$ cat config.mk
export PLATFORM = sky130hd
export DESIGN_NAME = sfu_unpack
export DESIGN_NICKNAME = d
export VERILOG_FILES = /design/src/common/sfu_pkg.sv /design/src/common/sfu_fields_if.sv /design/src/hdl/sfu_field_split.sv /design/src/hdl/sfu_unpack.sv
export SDC_FILE = /design/constraint.sdc
export NUM_CORES = 1
export LEC_CHECK = 0
export ABC_AREA = 1
export ABC_CLOCK_PERIOD_IN_PS = 3050
export BUFFER_PORTS_ARGS = -buffer_cell sky130_fd_sc_hd__buf_2
export CORE_MARGIN = 2
export CORE_UTILIZATION = 40
export DETAILED_ROUTE_END_ITERATION = 16
export PLACE_DENSITY = 0.71
export REMOVE_ABC_BUFFERS = 1
export SLEW_MARGIN = 20
export SYNTH_ARGS = -nofsm -noshare
export SYNTH_HDL_FRONTEND = slang
export SYNTH_HIERARCHICAL = 1
export SYNTH_SLANG_ARGS = --single-unit
$ cat constraint.sdc
create_clock -name core_clk -period 3.05 [get_ports core_clk]
set_input_delay 0.305 -clock core_clk [delete_from_list [all_inputs] [get_ports core_clk]]
set_output_delay 0.305 -clock core_clk [all_outputs]
set_load 0.005 [all_outputs]
$ cat src/common/sfu_pkg.sv
// constants, types and decode functions for the floating operand unpacker
`default_nettype none
package sfu_pkg;
	localparam int OP_W       = 32;
	localparam int EXP_W      = 8;
	localparam int FRAC_W     = 24;
	localparam int SIGN_BIT   = 15;
	localparam int EXP_HI     = 14;
	localparam int EXP_LO     = 7;
	localparam int FLO_HI     = 6;
	localparam int FLO_LO     = 0;
	localparam int FHI_HI     = 31;
	localparam int FHI_LO     = 16;
	localparam logic [EXP_W-1:0] EXP_BIAS = 8'h80;
	localparam logic [EXP_W-1:0] EXP_ZERO = 8'h00;
	localparam logic [FRAC_W-1:0] FRAC_RST = 24'h00_0000;
	localparam logic [OP_W-1:0]  ADDR_RST = 32'h0000_0000;

	typedef enum logic [1:0] {
		SFU_RUN   = 2'b01,
		SFU_FAULT = 2'b10
	} sfu_state_e;

	// hidden bit on top, then bits 6..0, then bits 31..16
	function automatic logic [FRAC_W-1:0] sfu_frac(
		input logic [OP_W-1:0] op
	);
		sfu_frac = {1'b1, op[FLO_HI:FLO_LO], op[FHI_HI:FHI_LO]};
	endfunction

	// subtracting the bias of 128 modulo 256 only flips the top bit
	function automatic logic [EXP_W-1:0] sfu_true_exp(
		input logic [EXP_W-1:0] code
	);
		sfu_true_exp = code ^ EXP_BIAS;
	endfunction
endpackage
`default_nettype wire

$ cat src/common/sfu_fields_if.sv
// decoded operand fields passed from the splitter to the unpacker top
`timescale 1ns/100ps
`default_nettype none
interface sfu_fields_if;
	import sfu_pkg::*;
	logic [OP_W-1:0]   operand;
	logic              sign;
	logic [EXP_W-1:0]  exp_code;
	logic [EXP_W-1:0]  exp_true;
	logic [FRAC_W-1:0] frac;
	logic              is_zero;
	logic              is_rsvd;

	modport split (
		input  operand,
		output sign, exp_code, exp_true, frac, is_zero, is_rsvd
	);
	modport top (
		output operand,
		input  sign, exp_code, exp_true, frac, is_zero, is_rsvd
	);
endinterface
`default_nettype wire

$ cat src/hdl/sfu_field_split.sv
// combinational split of a 32-bit floating operand into its fields
`timescale 1ns/100ps
`default_nettype none
module sfu_field_split
	import sfu_pkg::*;
(
	sfu_fields_if.split f
);
	logic exp_is_zero;

	assign exp_is_zero = (f.exp_code == EXP_ZERO);
	assign f.sign      = f.operand[SIGN_BIT];
	assign f.exp_code  = f.operand[EXP_HI:EXP_LO];
	assign f.exp_true  = sfu_true_exp(f.exp_code);
	// a true zero carries no fraction, so the hidden bit is not forced in
	assign f.frac      = f.is_zero ? FRAC_RST :
		sfu_frac(f.operand);
	assign f.is_zero   = exp_is_zero && !f.sign;
	assign f.is_rsvd   = exp_is_zero && f.sign;
endmodule
`default_nettype wire

$ cat src/hdl/sfu_unpack.sv
// floating operand unpacker: handshake, result registers and fault hold
// Overview of operation
// - operand is four bytes, bit 0 first; its byte address travels along
// - sign comes from operand bit 15, one means negative
// - exponent is bits 14 down to 7, biased by 128
// - fraction is 24 bits with the unstored top bit restored
// - fraction order is bits 6 down to 0, then 31 down to 16
// - exponent codes map to true exponents as code minus 128
// - exponent zero with sign zero is the value zero
// - exponent zero with sign one raises a reserved-operand fault
// - fault leaves all results untouched so a restart is correct
`timescale 1ns/100ps
`default_nettype none
module sfu_unpack
	import sfu_pkg::*;
(
	input  wire logic                     core_clk,
	input  wire logic                     arst_n,
	input  wire logic                     op_valid,
	output logic                          op_ready,
	input  wire logic [OP_W-1:0]          op_data,
	input  wire logic [OP_W-1:0]          op_addr,
	output logic                          res_valid,
	input  wire logic                     res_ready,
	output logic                          res_sign,
	output logic [EXP_W-1:0]              res_exp_code,
	output logic [EXP_W-1:0]              res_exp_true,
	output logic [FRAC_W-1:0]             res_frac,
	output logic                          res_zero,
	output logic [OP_W-1:0]               res_addr,
	output logic                          flt_req,
	output logic [OP_W-1:0]               flt_addr,
	input  wire logic                     flt_ack
);
	sfu_fields_if       fld ();
	sfu_state_e         state_r;
	logic               take;
	logic               take_ok;
	logic               take_bad;
	logic               res_valid_r;
	logic               res_sign_r;
	logic [EXP_W-1:0]   res_exp_code_r;
	logic [EXP_W-1:0]   res_exp_true_r;
	logic [FRAC_W-1:0]  res_frac_r;
	logic               res_zero_r;
	logic [OP_W-1:0]    res_addr_r;
	logic               flt_req_r;
	logic [OP_W-1:0]    flt_addr_r;

	// the splitter is purely combinational, so all fields line up with a take
	assign fld.operand = op_data;

	sfu_field_split u_split (
		.f (fld.split)
	);

	// a new operand waits while a fault is open or the last result is unread
	assign op_ready = (state_r == SFU_RUN) &&
		(!res_valid_r || res_ready);
	assign take     = op_valid && op_ready;
	assign take_ok  = take && !fld.is_rsvd;
	assign take_bad = take && fld.is_rsvd;

	// only the handler's acknowledge or a reset leaves the fault state
	always_ff @(posedge core_clk or negedge arst_n) begin
		if (!arst_n) begin
			state_r <= SFU_RUN;
		end else begin
			unique case (state_r)
				SFU_RUN: begin
					if (take_bad) begin
						state_r <= SFU_FAULT;
					end
				end
				SFU_FAULT: begin
					if (flt_ack) begin
						state_r <= SFU_RUN;
					end
				end
				default: begin
					state_r <= SFU_RUN;
				end
			endcase
		end
	end

	always_ff @(posedge core_clk or negedge arst_n) begin
		if (!arst_n) begin
			res_valid_r <= 1'b0;
		end else if (take) begin
			// a reserved operand produces no result at all
			res_valid_r <= !fld.is_rsvd;
		end else if (res_ready) begin
			res_valid_r <= 1'b0;
		end
	end

	// fields load only on a good operand, so a fault disturbs nothing
	always_ff @(posedge core_clk or negedge arst_n) begin
		if (!arst_n) begin
			res_sign_r     <= 1'b0;
			res_exp_code_r <= EXP_ZERO;
			res_exp_true_r <= EXP_ZERO;
			res_frac_r     <= FRAC_RST;
			res_zero_r     <= 1'b0;
			res_addr_r     <= ADDR_RST;
		end else if (take_ok) begin
			res_sign_r     <= fld.sign;
			res_exp_code_r <= fld.exp_code;
			res_exp_true_r <= fld.exp_true;
			res_frac_r     <= fld.frac;
			res_zero_r     <= fld.is_zero;
			res_addr_r     <= op_addr;
		end
	end

	// the faulting address is kept so the handler can restart the operand
	always_ff @(posedge core_clk or negedge arst_n) begin
		if (!arst_n) begin
			flt_req_r  <= 1'b0;
			flt_addr_r <= ADDR_RST;
		end else if (take_bad) begin
			flt_req_r  <= 1'b1;
			flt_addr_r <= op_addr;
		end else if (flt_ack) begin
			flt_req_r  <= 1'b0;
		end
	end

	assign res_valid    = res_valid_r;
	assign res_sign     = res_sign_r;
	assign res_exp_code = res_exp_code_r;
	assign res_exp_true = res_exp_true_r;
	assign res_frac     = res_frac_r;
	assign res_zero     = res_zero_r;
	assign res_addr     = res_addr_r;
	assign flt_req      = flt_req_r;
	assign flt_addr     = flt_addr_r;

	// checks idle while reset is low, all on the core clock

	// decoded from the operand pins so the checks do not lean on the splitter
	logic in_exp0;
	assign in_exp0 = (op_data[EXP_HI:EXP_LO] == EXP_ZERO);
endmodule
`default_nettype wire

==> reports/metrics.cfg <==
[outcome]
outcome=finished clean

[cts]
cts_resized=0
clkTransAtPathRegs_ns=0.07
cts.htree.levels=3
root_buffer=clkbuf_16
max-clock-path-buffers=2
cts_sinks=110
cts_buffers=9
insertion_delay_ns=0.34
cts_tree=yes

[timing]
relSlewSlack_pct=46.8
min_period_over_period_pct=58.7
fin_worst_skew_ns=0.00688
max_freq_ghz=0.558
worstMarginPinSlew_ns=0.799
fin_crit_ns=1.79
maxSlewViolCount=0
setup_violations=0
tns_ns=0
rsz0062_at_grt=no
final_hold_viol_count=0

[floorplanning]
die_y_um=115
die_w_um=115
io_pins=178
start_util_pct=41.0
core_um2=12100
dieArea_um2=13300
rows=40

[power_and_ir_drop]
power_density_nw_per_um2=560
vdd_drop_max_mv=0.213
power.leakage_nw=3.53
finalPower_w=0.00342

[routing]
route.detailed.drc=0
avgRoutedWirePerCell_um=15.1
antenna_left=0
first_iter_violations=412
vias=4600
drt-total-wl_um=13200
viasPerCell=5.24
drt_first_pass_iters=5

[yosys]
synth-simple-area-share_pct=31.4
synth-seq-area-share_pct=55.6
synthCells=572
synth_area_leader_cell=dfrtp_1
netlist_area_um2=4950
yosys_register_bits=110
synth_top_family_by_area=simple AND/OR/NAND/NOR gates
netlist_top_cells_area=dfrtp_1 55%, nand2_1 17%, nand4_1 14%, buf_4 3.8%, buf_2 2.5%
synth-adder-area-share_pct=0
yosysTopAreaCellShare_pct=55.1
synth.distinct_cells=17
yosysWarnings=6
synthXorXnorAreaFrac_pct=0
avgSynthCellArea_um2=8.66
synth_mux_area_share_pct=0
synth_compound_area_share_pct=2.60

[min_path]
hp-class=input port to flop

[critical_path]
cp.arrival_ns=2.02
endpoint_kind=flop
critPathSlowestCell=dfstp_2
required_ns=3.27
slowest_delay_ns=0.54
critPathMostFrequentCell=nand2_1
crit_chain=inv_1, nor2_1, nand4_1, buf_12, nand2_1, nand2_1
cp-start-kind=flop
cp_max_fo=34
path_class=flop to flop

[global_route]
grt_use_total_pct=20.3
grt_pass1_vias=4292
grt_pass1_wl_um=21500
overflow=0
antenna_found_initial=0
grt_start_max_net_pins=75

[layout]
antennaDiodeCount=0
layout_common_cells=219 x nand2_1, 175 x buf_2, 109 x dfrtp_1, 108 x nand4_1, 30 x inv_1
final_net_count=774
final_common_cell=nand2_1
final_area_um2=6100
layout-drive-gt1-share_pct=29.7
syn2layout_area_growth_pct=23.1

[placed_design]
place.gp.congestion=0.798
dpl.hpwl_um=8780
placed_cell_area_um2=5780
io_buffers=177

[job]
maxCapViolCount=0

worst max-delay path, delay by kind of cell, from the launching register on:
kind / cells / cell delay [ns]
and+or+nand+nor: 4 / 0.71
DFF: 1 / 0.54
buffers and inverters: 2 / 0.41
cell usage after synthesis:
library cell and number:
nand2_1 219, dfrtp_1 109, nand4_1 108, inv_1 31, buf_2 25, buf_4 25
a21oi_1 22, clkbuf_1 13, nor2_1 7, buf_6 2, inv_2 2, nor2_4 2
nor3_1 2, o21ai_0 2, a21oi_2 1, buf_1 1, dfstp_2 1
power breakdown:
| group | total, W | leakage, nW | internal, W | switching (W) |
|---|---|---|---|---|
| Combinational | 0.000530 | 1.99 | 0.000225 | 0.000305 |
| Sequential | 0.00169 | 1.40 | 0.00160 | 0.0000878 |
| Clock | 0.00120 | 0.143 | 0.000648 | 0.000548 |
| Total | 0.00342 | 3.53 | 0.00247 | 0.000941 |
final cells by class:
type | count | area (µm²)
sequential | 110 | 2750
timing repair buffer | 188 | 1010
tap | 168 | 210
fill | 1138 | 5960
clock buffer | 9 | 225
multi-input combinational | 363 | 1690
inverter | 33 | 124
clock inverter | 7 | 80.1
metrics by stage:
stage / utilization, % / std cells / hold slack [ns] / worst slack, ns
3_3_place_gp: 47.9 / 861 / 0.341 / 1.08
6_report: 50.5 / 878 / 0.214 / 1.26
5_1_grt: 50.5 / 878 / 0.216 / 1.09
3_5_place_dp: 47.9 / 861 / 0.365 / 1.02
4_1_cts: 50.5 / 878 / 0.195 / 1.26
2_1_floorplan: - / 506 / 0.00941 / -2.55
routing by layer:
| layer | part of all wire, % | wire length (µm) | GRT usage (%) |
|---|---|---|---|
| met1 | 45 | 5920 | 28.3 |
| met2 | 48 | 6320 | 32.3 |
| met3 | 6.9 | 919 | 4.01 |
| met4 | 0.54 | 72 | 5.78 |
| met5 | 0 | 0 | 0 |
logic make-up after synthesis:
group / count (synthesis)
flops: 110
simple gates: 338
buf+inv: 99
compound gates: 25
worst paths after layout:
kind	start	to	slack, ns	depth (start not counted)
setup / recovery	state_r[0]	res_frac[8]	1.26	6
hold / removal	flt_ack	flt_req	0.21	2
setup reg to reg	state_r[0]	res_frac[8]	1.26	6
hold reg to reg	flt_addr[22]	flt_addr[22]	0.47	2
max in group asynchronous	arst_n	state_r[0]	1.77	3
min in group asynchronous	arst_n	res_addr[10]	0.51	2
repair_timing:
action | 4_1_cts | 5_1_grt
buffers inserted | 0 | 0
setup endpoints to repair | 0 | 0
hold endpoints to repair | 34 | 0
hold buffers | 1 | 0
flip-flops by register name, summed over array words and instances, names as in the netlist:
signal        cells
res_valid         1
flt_req           1
flt_addr         32
res_addr         32
state_r           2
res_exp_true      8
res_zero          1
res_frac         24
res_exp_code      8
res_sign          1
No activity file was read; power rests on OpenSTA's default activity.
